File: src/shared/dimac_regs.svh
// Register map, field positions, reset values and timing counts of the input macro block
`ifndef DIMAC_REGS_SVH
`define DIMAC_REGS_SVH
// ----------------------------------------
// Register offsets (word index)
// ----------------------------------------
`define DIMAC_A_CTRL 4'h0
`define DIMAC_A_PRE0 4'h1
`define DIMAC_A_PRE1 4'h2
`define DIMAC_A_PRE2 4'h3
`define DIMAC_A_PRE3 4'h4
`define DIMAC_A_KEY 4'h5
`define DIMAC_A_STAT 4'h6
`define DIMAC_A_SPD 4'h7
// ----------------------------------------
// Control fields
// ----------------------------------------
`define DIMAC_C_MAC 2:0
`define DIMAC_C_SRC 4:3
`define DIMAC_C_KEN 5
`define DIMAC_C_KPRE 6
`define DIMAC_C_AUTO 7
`define DIMAC_C_AI2F 8
`define DIMAC_C_PI 9
`define DIMAC_CTRL_W 10
`define DIMAC_CTRL_RST 10'h000
// ----------------------------------------
// Keypad command bits
// ----------------------------------------
`define DIMAC_K_START 0
`define DIMAC_K_STOP 1
`define DIMAC_K_TCLR 2
// ----------------------------------------
// Trip codes and power-up settle time
// ----------------------------------------
`define DIMAC_TRIP_EXT 4'h1
`define DIMAC_TRIP_THERM 4'h2
`define DIMAC_BOOT_CYC 2'h3
`endif

File: src/shared/dimac_pkg.sv
// Types shared by the input macro block
`default_nettype none
package dimac_pkg;
  typedef enum logic [2:0] {
    MAC_LATCH_DIR,
    MAC_RUN_DIR,
    MAC_EDGE,
    MAC_PAIR,
    MAC_PRESET
  } dimac_macro_type;

  typedef enum logic [1:0] {
    SRC_TERMINAL,
    SRC_KEYPAD,
    SRC_FIELDBUS,
    SRC_MASTER
  } dimac_src_type;
endpackage : dimac_pkg
`default_nettype wire

File: src/hdl/dimac_sync_edge.sv
// Two-stage synchroniser with edge detection for terminal inputs
`timescale 1ns/1ns
`default_nettype none
module dimac_sync_edge #(
  parameter int N = 4
) (
  input wire logic sys_clk, // System clock
  input wire logic nrst, // Synchronous reset, low
  input wire logic [N-1:0] pin, // Raw terminal levels
  output logic [N-1:0] lvl, // Synchronised level
  output logic [N-1:0] rise, // One-cycle closing pulse
  output logic [N-1:0] fall // One-cycle opening pulse
);
  logic [N-1:0] meta_r;
  logic [N-1:0] sync_r;
  logic [N-1:0] prev_r;

  // First stage feeds only the second
  always_ff @(posedge sys_clk) begin
    if (!nrst) begin
      meta_r <= '0;
      sync_r <= '0;
      prev_r <= '0;
    end else begin
      meta_r <= pin;
      sync_r <= meta_r;
      prev_r <= sync_r;
    end
  end

  assign lvl = sync_r;
  assign rise = sync_r & ~prev_r;
  assign fall = ~sync_r & prev_r;
endmodule : dimac_sync_edge
`default_nettype wire

File: src/hdl/dimac_core.sv
// Digital input macro interpreter: terminals to run, direction, stop, trip and speed reference
//
// Notes on behaviour
// - Open latched stop contact keeps drive stopped
// - Latched run runs only while held closed
// - Latched direction inputs select forward or reverse
// - Run-direction inputs latched, opening commands stop
// - Keypad mode: enable starts or arms start
// - Fieldbus start ignored without hardware enable
// - Normally-open start acts on rising edge
// - Simultaneous paired closure starts, stop held
// - Normally-closed stop acts on falling edge
// - Directional edge starts need stop held closed
// - Paired simultaneous closure gives fast stop
// - Normally-closed fast stop on falling edge
// - External trip latches; code picks format
// - Step-up adds first preset per closure
// - Step-down subtracts first preset per closure
// - Generic NO closes, NC opens to act
// - Two inputs pick one of four presets
// - Reference routed from the selected source
// - Fieldbus reference follows chosen link
// - Auto-start setting gates start after power-up
// - Keypad start-mode fixes starting speed
// - Macro and source settings assign functions
//
// Chosen here: the strobed register port and the register offsets.
`timescale 1ns/1ns
`default_nettype none
`include "dimac_regs.svh"
module dimac_core #(
  parameter int W = 16
) (
  input wire logic sys_clk, // System clock, 100 MHz
  input wire logic nrst, // Synchronous reset, low
  input wire logic [3:0] term_in, // Digital terminals, asynchronous
  input wire logic [W-1:0] first_analog_reference, // First analog reference
  input wire logic [W-1:0] second_analog_reference, // Second analog reference
  input wire logic [W-1:0] pi_controller_reference, // PI controller output
  input wire logic [W-1:0] fieldbus_reference_select, // Serial fieldbus reference
  input wire logic [W-1:0] ml_ref, // Master link reference
  input wire logic fb_start, // Fieldbus start pulse
  input wire logic fb_stop, // Fieldbus stop pulse
  input wire logic [3:0] addr, // Register index
  input wire logic [31:0] wdata, // Write data
  input wire logic wr, // Write strobe
  input wire logic rd, // Read strobe
  output logic [31:0] rdata, // Read data, cycle after strobe
  output logic run_cmd, // Run command
  output logic dir_rev, // Reverse rotation
  output logic fast_stop, // Use fast-stop ramp
  output logic trip, // External trip active
  output logic [3:0] trip_code, // Trip code shown
  output logic [W-1:0] speed_ref // Speed reference
);
  // ----------------------------------------
  // Terminal synchronisation
  // ----------------------------------------
  logic [3:0] lvl;
  logic [3:0] rise;
  logic [3:0] fall;

  dimac_sync_edge #(.N(4)) u_sync (
    .sys_clk(sys_clk),
    .nrst(nrst),
    .pin(term_in),
    .lvl(lvl),
    .rise(rise),
    .fall(fall)
  );

  // ----------------------------------------
  // Registers
  // ----------------------------------------
  logic [`DIMAC_CTRL_W-1:0] ctrl_r;
  logic [W-1:0] pre_r [0:3];
  logic [31:0] rdata_r;
  logic run_r, run_nxt;
  logic rev_r, rev_nxt;
  logic fs_r, fs_nxt;
  logic trip_r;
  logic [3:0] tcode_r;
  logic [W-1:0] spd_r, spd_nxt;
  logic [W-1:0] kspd_r;
  logic lock_r;
  logic [1:0] boot_r;
  logic trip_set;
  logic key_start, key_stop, trip_clr;
  logic start_ev;
  dimac_pkg::dimac_macro_type mac;
  dimac_pkg::dimac_src_type src;

  assign mac = dimac_pkg::dimac_macro_type'(ctrl_r[`DIMAC_C_MAC]);
  assign src = dimac_pkg::dimac_src_type'(ctrl_r[`DIMAC_C_SRC]);
  assign key_start = wr && addr == `DIMAC_A_KEY && wdata[`DIMAC_K_START];
  assign key_stop = wr && addr == `DIMAC_A_KEY && wdata[`DIMAC_K_STOP];
  assign trip_clr = wr && addr == `DIMAC_A_KEY && wdata[`DIMAC_K_TCLR];

  always_ff @(posedge sys_clk) begin
    if (!nrst) begin
      ctrl_r <= `DIMAC_CTRL_RST;
    end else if (wr && addr == `DIMAC_A_CTRL) begin
      ctrl_r <= wdata[`DIMAC_CTRL_W-1:0];
    end
  end

  always_ff @(posedge sys_clk) begin
    if (!nrst) begin
      for (int i = 0; i < 4; i++) begin
        pre_r[i] <= '0;
      end
    end else if (wr && addr >= `DIMAC_A_PRE0 && addr <= `DIMAC_A_PRE3) begin
      pre_r[2'(addr - `DIMAC_A_PRE0)] <= wdata[W-1:0];
    end
  end

  // Unmapped and write-only indices read as zero
  always_ff @(posedge sys_clk) begin
    if (!nrst) begin
      rdata_r <= '0;
    end else if (rd) begin
      case (addr)
        `DIMAC_A_CTRL: rdata_r <= 32'(ctrl_r);
        `DIMAC_A_PRE0, `DIMAC_A_PRE1, `DIMAC_A_PRE2, `DIMAC_A_PRE3:
          rdata_r <= 32'(pre_r[2'(addr - `DIMAC_A_PRE0)]);
        `DIMAC_A_STAT: rdata_r <= 32'({lvl, tcode_r, lock_r, trip_r, fs_r, rev_r, run_r});
        `DIMAC_A_SPD: rdata_r <= 32'(spd_r);
        default: rdata_r <= '0;
      endcase
    end else begin
      rdata_r <= '0;
    end
  end

  // ----------------------------------------
  // Power-up start lock
  // ----------------------------------------
  // Synchroniser resets low, so the start level is judged only once it settles
  always_ff @(posedge sys_clk) begin
    if (!nrst) begin
      boot_r <= '0;
      lock_r <= 1'b1;
    end else begin
      if (boot_r != `DIMAC_BOOT_CYC) begin
        boot_r <= boot_r + 2'h1;
      end else if (ctrl_r[`DIMAC_C_AUTO] || !lvl[0]) begin
        lock_r <= 1'b0;
      end
    end
  end

  // ----------------------------------------
  // Command decoding
  // ----------------------------------------
  always_comb begin
    run_nxt = run_r;
    rev_nxt = rev_r;
    fs_nxt = fs_r;
    trip_set = 1'b0;
    if (src == dimac_pkg::SRC_TERMINAL) begin
      case (mac)
        dimac_pkg::MAC_LATCH_DIR: begin
          run_nxt = lvl[0];
          if (lvl[2]) begin
            rev_nxt = 1'b1;
          end else if (lvl[1]) begin
            rev_nxt = 1'b0;
          end
        end
        dimac_pkg::MAC_RUN_DIR: begin
          run_nxt = lvl[0] ^ lvl[1];
          if (lvl[1] && !lvl[0]) begin
            rev_nxt = 1'b1;
          end else if (lvl[0] && !lvl[1]) begin
            rev_nxt = 1'b0;
          end
          if ((rise[0] && lvl[1]) || (rise[1] && lvl[0])) begin
            fs_nxt = 1'b1;
          end
          trip_set = fall[2];
        end
        dimac_pkg::MAC_EDGE: begin
          if (fall[1]) begin
            run_nxt = 1'b0;
          end else if (rise[0] && lvl[1]) begin
            run_nxt = 1'b1;
            rev_nxt = 1'b0;
          end else if (rise[3] && lvl[1]) begin
            run_nxt = 1'b1;
            rev_nxt = 1'b1;
          end
          if (fall[2]) begin
            run_nxt = 1'b0;
            fs_nxt = 1'b1;
          end
        end
        dimac_pkg::MAC_PAIR: begin
          if (fall[1]) begin
            run_nxt = 1'b0;
          end else if (((rise[0] && lvl[2]) || (rise[2] && lvl[0])) && lvl[1]) begin
            run_nxt = 1'b1;
          end
          trip_set = fall[3];
        end
        dimac_pkg::MAC_PRESET: begin
          run_nxt = lvl[0];
          trip_set = fall[3];
        end
        default: begin
          run_nxt = 1'b0;
        end
      endcase
    end else if (src == dimac_pkg::SRC_KEYPAD) begin
      rev_nxt = lvl[3];
      if (!lvl[0] || key_stop) begin
        run_nxt = 1'b0;
      end else if (ctrl_r[`DIMAC_C_KEN] || key_start) begin
        run_nxt = 1'b1;
      end
    end else begin
      rev_nxt = lvl[3];
      if (!lvl[0] || fb_stop) begin
        run_nxt = 1'b0;
      end else if (fb_start) begin
        run_nxt = 1'b1;
      end
    end
    if (trip_r || trip_set || lock_r) begin
      run_nxt = 1'b0;
    end
    // Only a start that really happens leaves the fast-stop ramp behind
    if (run_nxt && !run_r) begin
      fs_nxt = 1'b0;
    end
  end

  assign start_ev = run_nxt && !run_r;

  always_ff @(posedge sys_clk) begin
    if (!nrst) begin
      run_r <= 1'b0;
      rev_r <= 1'b0;
      fs_r <= 1'b0;
    end else begin
      run_r <= run_nxt;
      rev_r <= rev_nxt;
      fs_r <= fs_nxt;
    end
  end

  // Set beats clear so a trip in the clearing cycle is kept
  always_ff @(posedge sys_clk) begin
    if (!nrst) begin
      trip_r <= 1'b0;
      tcode_r <= '0;
    end else if (trip_set) begin
      trip_r <= 1'b1;
      tcode_r <= ctrl_r[`DIMAC_C_AI2F] ? `DIMAC_TRIP_THERM : `DIMAC_TRIP_EXT;
    end else if (trip_clr) begin
      trip_r <= 1'b0;
    end
  end

  // ----------------------------------------
  // Speed reference
  // ----------------------------------------
  // Step-down floors at zero, step-up saturates at full scale
  always_ff @(posedge sys_clk) begin
    if (!nrst) begin
      kspd_r <= '0;
    end else if (src != dimac_pkg::SRC_TERMINAL) begin
      if (src == dimac_pkg::SRC_KEYPAD && start_ev && ctrl_r[`DIMAC_C_KPRE]) begin
        kspd_r <= pre_r[0];
      end else if (rise[1] && !rise[2]) begin
        kspd_r <= (kspd_r > ~pre_r[0]) ? '1 : kspd_r + pre_r[0];
      end else if (rise[2] && !rise[1]) begin
        kspd_r <= (kspd_r < pre_r[0]) ? '0 : kspd_r - pre_r[0];
      end
    end
  end

  always_comb begin
    spd_nxt = first_analog_reference;
    case (src)
      dimac_pkg::SRC_TERMINAL: begin
        case (mac)
          dimac_pkg::MAC_LATCH_DIR: spd_nxt = lvl[3] ? pre_r[0] : first_analog_reference;
          dimac_pkg::MAC_RUN_DIR: spd_nxt = lvl[3] ? second_analog_reference : first_analog_reference;
          dimac_pkg::MAC_PRESET: spd_nxt = pre_r[{lvl[2], lvl[1]}];
          default: spd_nxt = first_analog_reference;
        endcase
      end
      dimac_pkg::SRC_KEYPAD: spd_nxt = kspd_r;
      dimac_pkg::SRC_FIELDBUS: spd_nxt = fieldbus_reference_select;
      dimac_pkg::SRC_MASTER: spd_nxt = ml_ref;
      default: spd_nxt = first_analog_reference;
    endcase
    if (ctrl_r[`DIMAC_C_PI]) begin
      spd_nxt = pi_controller_reference;
    end
  end

  always_ff @(posedge sys_clk) begin
    if (!nrst) begin
      spd_r <= '0;
    end else begin
      spd_r <= spd_nxt;
    end
  end

  assign rdata = rdata_r;
  assign run_cmd = run_r;
  assign dir_rev = rev_r;
  assign fast_stop = fs_r;
  assign trip = trip_r;
  assign trip_code = tcode_r;
  assign speed_ref = spd_r;

  logic term_c;
  assign term_c = src == dimac_pkg::SRC_TERMINAL;
endmodule : dimac_core
`default_nettype wire

File: config.mk
export PLATFORM = sky130hd
export DESIGN_NAME = dimac_core
export DESIGN_NICKNAME = d
export VERILOG_FILES = /design/src/shared/dimac_pkg.sv /design/src/hdl/dimac_sync_edge.sv /design/src/hdl/dimac_core.sv
export VERILOG_INCLUDE_DIRS = /design/src /design/src/shared
export SDC_FILE = /design/constraint.sdc
export NUM_CORES = 1
export LEC_CHECK = 0
export ABC_AREA = 1
export BUFFER_PORTS_ARGS = -buffer_cell sky130_fd_sc_hd__buf_4
export CAP_MARGIN = 0
export CORE_ASPECT_RATIO = 0.5
export CORE_UTILIZATION = 30
export CTS_BUF_LIST = sky130_fd_sc_hd__clkbuf_8 sky130_fd_sc_hd__clkbuf_16
export DETAILED_ROUTE_END_ITERATION = 6
export MAX_ROUTING_LAYER = met4
export SYNTH_ARGS = -nofsm -noshare
export SYNTH_HDL_FRONTEND = slang
export SYNTH_SLANG_ARGS = --single-unit
File: constraint.sdc
create_clock -name sys_clk -period 6.9 [get_ports sys_clk]
set_input_delay 1.035 -clock sys_clk [delete_from_list [all_inputs] [get_ports sys_clk]]
set_output_delay 1.035 -clock sys_clk [all_outputs]
set_load 0.05 [all_outputs]
==> metrics, run 1 <==
clk root buf clkbuf_16; main area contributors after synthesis edfxtp_1 (19%), dfxtp_1 (16%), nand2_1 (14%); Clock Skews 9.92 ps; DIE WIDTH 260 µm; Worst-Margin Slew 1000 ps; clock sinks 143; max-slew violations 0; Pre-antenna DRT Iters 7; number of synthesized flops with an enable pin 64; RSZ-0062 raised after global routing false; power density of the placed cells 199 nW/µm²; ys flop type dfxtp_1; Fin. Hold Viols 0; Synth cell types 53; GP Congestion 0.931; Max Clock Freq 0.245 GHz; share of cells above drive strength 1 15.1%; layout filler cell count 3456; CTS tree built; Flop pwr share 41.0%; # nets final 1730; die area 34100 µm²; Pint 1.62 mW; switching power 751 µW; 1st-iter DRT viols 1019; Worst setup SP type input pin; Crit Path Category in -> reg; GRT Util Overall 22.7%; most common cell in the netlist nand2_1; CTS Buf Count 17; DRC 0; vias 10500; area leader, netlist edfxtp_1; Async SR Flop Fraction 0%; wire per inst 19.1 µm; Final period util 59.2%; Mapped Cells 1458; Mean Syn Cell Area 6.87 µm²; post-CTS setup repair buffer count 0; sequential fraction of the synthesis area 35.0%; Max-Cap Viols 0; Top-Level Pins 182; Yosys warnings 0; Avg Vias per Cell 5.25; # H-tree levels 4; Period minus WS final 4080 ps; status complete, no violations; mapped cell area 10000 µm²; worst hold path type reg -> reg; post-CTS sizing 0; first-pass GRT wire length 56700 µm; Area Growth Syn to Fin 19.3%; Switching Share 31.6%; Routed Antenna Nets 0; vias in the first global route 9518; hold_buf cts 0; Initial Utilization 31.1%; CP Capture Type flop; Peak VDD IR 126 µV; Comb power frac 19.5%; Worst-Skew Late Latency 430 ps; initial antenna violation count 0; largest net degree at the start of global routing 59; Final setup viols 0; total grt overflow 0; Lkg Pwr 5.52 nW; CP Max Fanout 31; share of the synthesized area in the top cell type 19.2%; commonest cells in the netlist nand2_1 (380), nor2_1 (174), inv_1 (134), o21ai_0 (133), a21oi_1 (120); core area 32200 µm²; Worst Hold Slack 412 ps; Slew headroom 33.0%; crit path DAT 4050 ps; drt total wl 38400 µm; clk slew on worst S/H paths 70 ps; PortBufs 147; # diodes 0; Synth Register Bits 143; CP required 6860 ps; Final TNS setup 0 ps; maximum clock path buffer count 2; DP HPWL 29000 µm; Die Y 131 µm; num rows 46; Clk pwr share 39.6%
-- metrics by stage --
step | worst slack [ps] | instances | power, mW | area, µm² | utilization (%)
after floorplan | 3220 | 1475 | 1.27 | 10100 | -
after global placement | 2540 | 1974 | 1.44 | 11300 | 35.2
after detailed placement | 2500 | 1974 | 1.44 | 11300 | 35.2
after CTS | 2940 | 2006 | 2.37 | 11900 | 37.1
after global routing | 2730 | 2006 | 2.46 | 11900 | 37.1
final | 2820 | 2006 | 2.37 | 11900 | 37.1
-- state kept, by name (all words and copies together), names as in the netlist, 2 cells and up --
signal / flops
boot_r: 2
ctrl_r: 10
kspd_r: 16
pre_r: 64
rdata: 16
speed_ref: 16
trip_code: 2
u_sync.lvl: 4
u_sync.meta_r: 4
u_sync.prev_r: 4
-- placed cells by master, fill, tap and decap left out, types with 3 or more instances in the layout --
cell type	n
dfxtp_1	79
clkbuf_16	18
nor2_2	6
a41oi_1	9
inv_6	4
conb_1	18
a31oi_1	14
a21oi_2	6
clkinv_4	4
nor2_1	174
nand4_1	21
nand3_1	54
a22oi_1	3
o21ai_2	6
ha_1	41
o22ai_1	8
o221ai_1	3
o21bai_1	6
nor2_4	3
xor2_1	16
o21ai_0	132
edfxtp_1	64
nor3_2	3
o21ai_1	9
a21oi_1	119
nand2_1	380
a211oi_1	8
inv_1	134
inv_2	11
buf_4	160
nor3_1	9
o211ai_1	17
a221oi_1	4
-- worst max-delay path, cell delays in order --
cell and delay [ps]:
buf_4 320, clkinv_1 250, ha_1 280, nor2_1 230, nor3b_1 110, nand3_1 80
buf_4 280, nor2_1 90, nand2_1 610, nand2_1 760
-- cell type report --
| type | count | area, µm² | share of cell area (%) |
|---|---|---|---|
| timing repair buffer | 160 | 1200 | 10.1 |
| inverter | 147 | 552 | 4.62 |
| sequential | 143 | 3500 | 29.3 |
| tap | 432 | 541 | 4.53 |
| multi-input combinational | 1092 | 5550 | 46.4 |
| clock buffer | 20 | 478 | 4.00 |
| clock inverter | 12 | 121 | 1.02 |
-- power by group through the flow --
stage	clock network, mW	registers [mW]	logic (mW)
final	0.940	0.973	0.462
after global routing	0.987	0.976	0.494
after CTS	0.944	0.971	0.455
after detailed placement	0	0.989	0.453
after global placement	0	0.988	0.452
after floorplan	0	1.02	0.246
-- worst paths after layout --
| path | from | endpoint | slack [ps] | depth (start not counted) |
|---|---|---|---|---|
| setup reg to reg | u_sync.lvl[3] | kspd_r[9] | 3700 | 11 |
| hold / removal | u_sync.meta_r[3] | u_sync.lvl[3] | 410 | 2 |
| setup / recovery | addr[0] | pre_r[1][8] | 2820 | 10 |
| hold reg to reg | u_sync.meta_r[3] | u_sync.lvl[3] | 410 | 2 |
-- kinds of logic after synthesis --
logic type	count (synthesis)	synth area share, %
other	1	0.0375
AOI/OAI and AO/OA	349	19.8
and+or+nand+nor	665	27.7
DFF	143	35.0
adders and majority gates	43	5.52
buffers and inverters	240	10.4
xor gates and xnor gates	17	1.49
-- per-layer routing --
layer / global-route usage [%] / part of all wire (%) / up-vias
li1: - / - / 5006
met2: 35.6 / 47 / 472
met1: 29.2 / 42 / 4986
met4: 9.84 / 3.9 / 0
met5: - / 0 / -
met3: 3.16 / 7.5 / 64
No activity file was read; power rests on OpenSTA's default activity.
==> run 2, diff against run 1 <==
clock period = 4.15 ns   (was 6.9 ns; I/O delays follow)
==> run 2 against run 1 <==
Worst hold slack worse by 42 ps. Largest power group unchanged. Non-clock buffer count increased by 5. Clock-buffer cell count decreased by 1. Global-route usage grew 0.42 points. Highest routed layer unchanged. Clock power grew 66%.
==> metrics, run 2 (synthesis gave the netlist of run 1 again) <==
Worst-Margin Slew 1220 ps (+213 ps); largest net degree at the start of global routing 58 (-1.7%); share of cells above drive strength 1 15.3% (+0.27 points); total grt overflow 0 (unchanged); Multi-input gate area 5550 µm² (unchanged); first-pass GRT wire length 57800 µm (+2.0%); drt total wl 38300 µm (-0.14%); max FFs per register 64 (unchanged); GRT Util Overall 23.2% (+0.42 points); max-slew violations 0 (unchanged); layout filler cell count 3455 (-0.029%); DRC 0 (unchanged); 1st-iter DRT viols 1193 (+17%); vias in the first global route 9833 (+3.3%); post-CTS sizing 0 (unchanged); RSZ-0062 raised after global routing false; most frequent cells in the layout nand2_1 (380), nor2_1 (174), buf_4 (165); clk slew on worst S/H paths 60 ps (about the same); die area 34100 µm² (unchanged); most common cell after layout, fill and taps aside nand2_1; switching power 1.24 mW (+66%); clock sinks 143 (unchanged); Crit Path Category reg -> reg; wire per inst 19.0 µm (-0.39%); Die Y 131 µm (unchanged); Worst setup SP type flop; Final TNS setup 0 ps (unchanged); hold_buf cts 0 (unchanged); Routed Antenna Nets 0 (unchanged); Max-Cap Viols 0 (unchanged); core area 32200 µm² (unchanged); clk root buf clkbuf_16; Switching Share 31.6% (-0.050 points); # diodes 0 (unchanged); Worst-Skew Late Latency 440 ps (about the same); Top-Level Pins 182 (unchanged); Final setup viols 0 (unchanged); worst hold path type in -> reg; Fin. Hold Viols 0 (unchanged); maximum clock path buffer count 2 (unchanged); total power 3.94 mW (+66%); Flop pwr share 40.9% (about the same); Peak VDD IR 188 µV (+50%); Pint 2.70 mW (+66%); post-CTS setup repair buffer count 0 (unchanged); Slew headroom 18.5% (-14 points); status complete, no violations; Area Growth Syn to Fin 19.7%; # H-tree levels 4 (unchanged); PortBufs 147 (unchanged); Final period util 73.4%; initial antenna violation count 0 (unchanged); # nets final 1735 (+0.29%); num rows 46 (unchanged); DIE WIDTH 260 µm (unchanged); CP Capture Type flop; Comb power frac 19.6% (about the same); power density of the placed cells 329 nW/µm² (+66%); DP HPWL 29200 µm (+0.83%); crit path DAT 3390 ps (-660 ps); Seq. cell area 3500 µm² (unchanged); Avg Vias per Cell 5.15 (-1.8%); Clock Skews 11.4 ps (+1.47 ps); Reg2Reg Setup Slack 1110 ps (-2590 ps); CTS tree built; Clk pwr share 39.4% (-0.2 points); CP required 4500 ps (-2360 ps); CP Max Fanout 13 (-58%); GP Congestion 0.932 (about the same); CTS Buf Count 17 (unchanged); vias 10400 (-1.5%); Largest Register pre_r; Initial Utilization 31.1% (unchanged); Lkg Pwr 5.54 nW (+0.43%); Max Clock Freq 0.328 GHz; Period minus WS final 3040 ps; Pre-antenna DRT Iters 5 (-2)
run 2: routing by layer:
layer  routed length, µm  GRT usage, %  vias up
met5                   0             -        -
met4                1320          9.00        0
met3                2790          3.67       67
met2               18200          37.2      417
met1               16000          29.1     4855
li1                    -             -     5026
run 2: layout make-up:
class | instances | area share [%]
multi-input combinational | 1092 | 46.3
sequential | 143 | 29.3
timing repair buffer | 165 | 10.3
inverter | 147 | 4.61
tap | 432 | 4.51
clock buffer | 19 | 3.97
clock inverter | 13 | 1.00
run 2: power by group through the flow:
stage | Clock [mW] | Sequential [mW] | Combinational (mW)
2_1_floorplan | 0 | 1.70 | 0.410
3_3_place_gp | 0 | 1.64 | 0.757
3_5_place_dp | 0 | 1.64 | 0.760
4_1_cts | 1.57 | 1.61 | 0.765
5_1_grt | 1.63 | 1.62 | 0.828
6_report | 1.56 | 1.61 | 0.775
run 2: worst max-delay path, cell delays in order (launching register included):
cell	delay, ps
edfxtp_1	500
inv_1	230
ha_1	570
a21oi_1	150
nand2_1	140
nand2_1	70
nand2_1	120
nand2_1	60
nand2_1	100
nand2_1	90
inv_1	360
nand3_1	120
nand2_1	130
nand2_1	60
nand2_1	60
nand2_1	50
a21oi_1	140
run 2: stage by stage:
| stage | utilization, % | hold slack, ps | setup slack (ps) | cell area [µm²] | std cells |
|---|---|---|---|---|---|
| 3_5_place_dp | 35.3 | 400 | 736 | 11400 | 1979 |
| 3_3_place_gp | 35.3 | 395 | 755 | 11400 | 1979 |
| 5_1_grt | 37.2 | 374 | 863 | 12000 | 2011 |
| 6_report | 37.2 | 370 | 1110 | 12000 | 2011 |
| 2_1_floorplan | - | 390 | 884 | 10100 | 1475 |
| 4_1_cts | 37.2 | 360 | 1200 | 12000 | 2011 |
run 2: worst paths after layout:
path,from,end,cells after the start
worst max-delay path,pre_r[0][3],kspd_r[11],16
worst min register to register,u_sync.meta_r[3],u_sync.lvl[3],2
worst max register to register,pre_r[0][3],kspd_r[11],16
worst min-delay path,term_in[3],u_sync.meta_r[3],3
==> run 3, diff against run 2 <==
clock period = 3.1 ns   (was 4.15 ns; I/O delays follow)
==> run 3 against run 2 <==
First-iteration DRC count is 6.0% lower. Clock skew down 2.0 ps. Maximum frequency increased by 8.2%. Non-clock buffer count rose by 54. Via count grew 4.4%. Routed wire length grew 4.5%. Power grew 33%. Critical endpoint is now kspd_r[6]. Combinational power up 43%.
==> metrics, run 3 (synthesis gave the netlist of run 1 again) <==
Worst-Margin Slew 737 ps (-481 ps); most common cell after layout, fill and taps aside nand2_1; clk slew on worst S/H paths 60 ps (about the same); Final Core Density 38.3% (+1.1 points); Worst Hold Slack 216 ps (-154 ps); GRT busiest layer met2; Final period util 90.7% (+17 points); drt total wl 40000 µm (+4.5%); wire per inst 19.4 µm (+1.8%); CTS tree built; max FFs per register 64 (unchanged); CP Capture Type flop; die area 34100 µm² (unchanged); Comb power frac 21.1% (+1.5 points); # diodes 0 (unchanged); Max-Cap Viols 0 (unchanged); Peak VDD IR 331 µV (+76%); slack of the critical path 287 ps (-818 ps); crit path DAT 3140 ps (-250 ps); Largest Register pre_r; initial antenna violation count 0 (unchanged); # H-tree levels 4 (unchanged); Crit Path Category reg -> reg; Seq. cell area 3500 µm² (unchanged); design area 12300 µm² (+3.1%); Avg Vias per Cell 5.24 (+1.6%); Pint 3.56 mW (+32%); power density of the placed cells 425 nW/µm² (+29%); hold_buf cts 0 (unchanged); num rows 46 (unchanged); clock sinks 143 (unchanged); total grt overflow 0 (unchanged); DIE WIDTH 260 µm (unchanged); PortBufs 147 (unchanged); Switching Share 32.1% (+0.55 points); Lkg Pwr 5.78 nW (+4.4%); dpl ws 338 ps (-398 ps); share of cells above drive strength 1 18.0% (+2.7 points); Area Growth Syn to Fin 23.3%; Flop pwr share 41.1% (+0.2 points); routing usage on met1 31.6% (+2.5 points); 1st-iter DRT viols 1122 (-6.0%); GR Util met3 3.47% (-0.19 points); Final setup viols 0 (unchanged); Period minus WS final 2810 ps (-232 ps); CTS Buf Count 17 (unchanged); largest net degree at the start of global routing 33 (-43%); Slew headroom 50.5% (+32 points); Clk pwr share 37.8% (-1.6 points); layout filler cell count 3434 (-0.61%); GRT Util Overall 24.1% (+0.93 points); DRC 0 (unchanged); vias 10800 (+4.4%); Die Y 131 µm (unchanged); DP HPWL 31200 µm (+6.8%); switching power 1.68 mW (+35%); Multi-input gate area 5550 µm² (unchanged); Final TNS setup 0 ps (unchanged); most frequent cells in the layout nand2_1 (380), buf_4 (219), nor2_1 (174); GP Congestion 0.945 (+1.4%); post-CTS setup repair buffer count 0 (unchanged); # nets final 1789 (+3.1%); Clock Skews 9.37 ps (-2.02 ps); Worst-Skew Late Latency 430 ps (about the same); Routed Antenna Nets 0 (unchanged); first-pass GRT wire length 60100 µm (+4.0%); met2 global-route usage 37.5% (+0.31 points); clk root buf clkbuf_16; max-slew violations 0 (unchanged); Fin. Hold Viols 0 (unchanged); post-CTS sizing 0 (unchanged); Pre-antenna DRT Iters 6 (+1); core area 32200 µm² (unchanged); RSZ-0062 raised after global routing false; Max Clock Freq 0.356 GHz (+8.2%); status complete, no violations; Top-Level Pins 182 (unchanged); Initial Utilization 31.1% (unchanged); Worst setup SP type flop; worst hold path type in -> reg; vias in the first global route 10100 (+2.6%); CP required 3420 ps (-1080 ps); CP Max Fanout 12 (-1); DP Area 11800 µm² (+3.6%); maximum clock path buffer count 2 (unchanged)
-- run 3: cell count changes in the layout (fill, tap and decap cells not counted), sizes merged --
cell,previous run,this run
clkinv,9,6
bufinv,1,0
clkbuf,19,20
inv,150,151
clkinvlp,0,2
buf,165,219
-- run 3: worst paths after layout --
check             cells past startpoint             start  slack (ps)               end
setup / recovery                     12      pre_r[0][15]         290         kspd_r[6]
hold / removal                        3        term_in[3]         220  u_sync.meta_r[3]
setup reg to reg                     12      pre_r[0][15]         290         kspd_r[6]
hold reg to reg                       2  u_sync.meta_r[0]         410     u_sync.lvl[0]
-- run 3: through the flow --
step                      std cells  power (mW)
final                          2065        5.25
after CTS                      2065        5.23
after detailed placement       2033        3.28
after floorplan                1475        2.82
after global routing           2065        5.41
after global placement         2033        3.27
-- run 3: layout make-up --
class / instances / share of cell area [%]
clock buffers: 20 / 3.87
clock inverters: 12 / 0.669
inverters: 147 / 4.47
multi-input cells: 1092 / 44.9
flip-flops and latches: 143 / 28.4
well taps: 432 / 4.38
repair buffers: 219 / 13.3
-- run 3: critical path, cell delays in order (launching register included) --
cell and delay [ps]:
edfxtp_1 460, inv_1 300, ha_1 350, inv_1 160, and3_1 200, and2_1 150, nand3_1 90, nand2_1 410
nand2_1 110, a21oi_1 250, nor2_2 80, nor3_2 100, nor2_1 50
-- run 3: per-layer routing --
| metal | vias to the layer above | wire (µm) | part of all wire [%] |
|---|---|---|---|
| met5 | - | 0 | 0 |
| met2 | 499 | 18400 | 46 |
| met4 | 0 | 1460 | 3.7 |
| li1 | 5116 | - | - |
| met1 | 5123 | 16800 | 42 |
| met3 | 78 | 3280 | 8.2 |
-- run 3: power by group through the flow --
stage | combinational [mW] | sequential [mW] | clock [mW]
5_1_grt | 1.19 | 2.16 | 2.06
3_3_place_gp | 1.08 | 2.19 | 0
4_1_cts | 1.09 | 2.15 | 1.99
6_report | 1.11 | 2.15 | 1.98
2_1_floorplan | 0.549 | 2.27 | 0
3_5_place_dp | 1.09 | 2.19 | 0
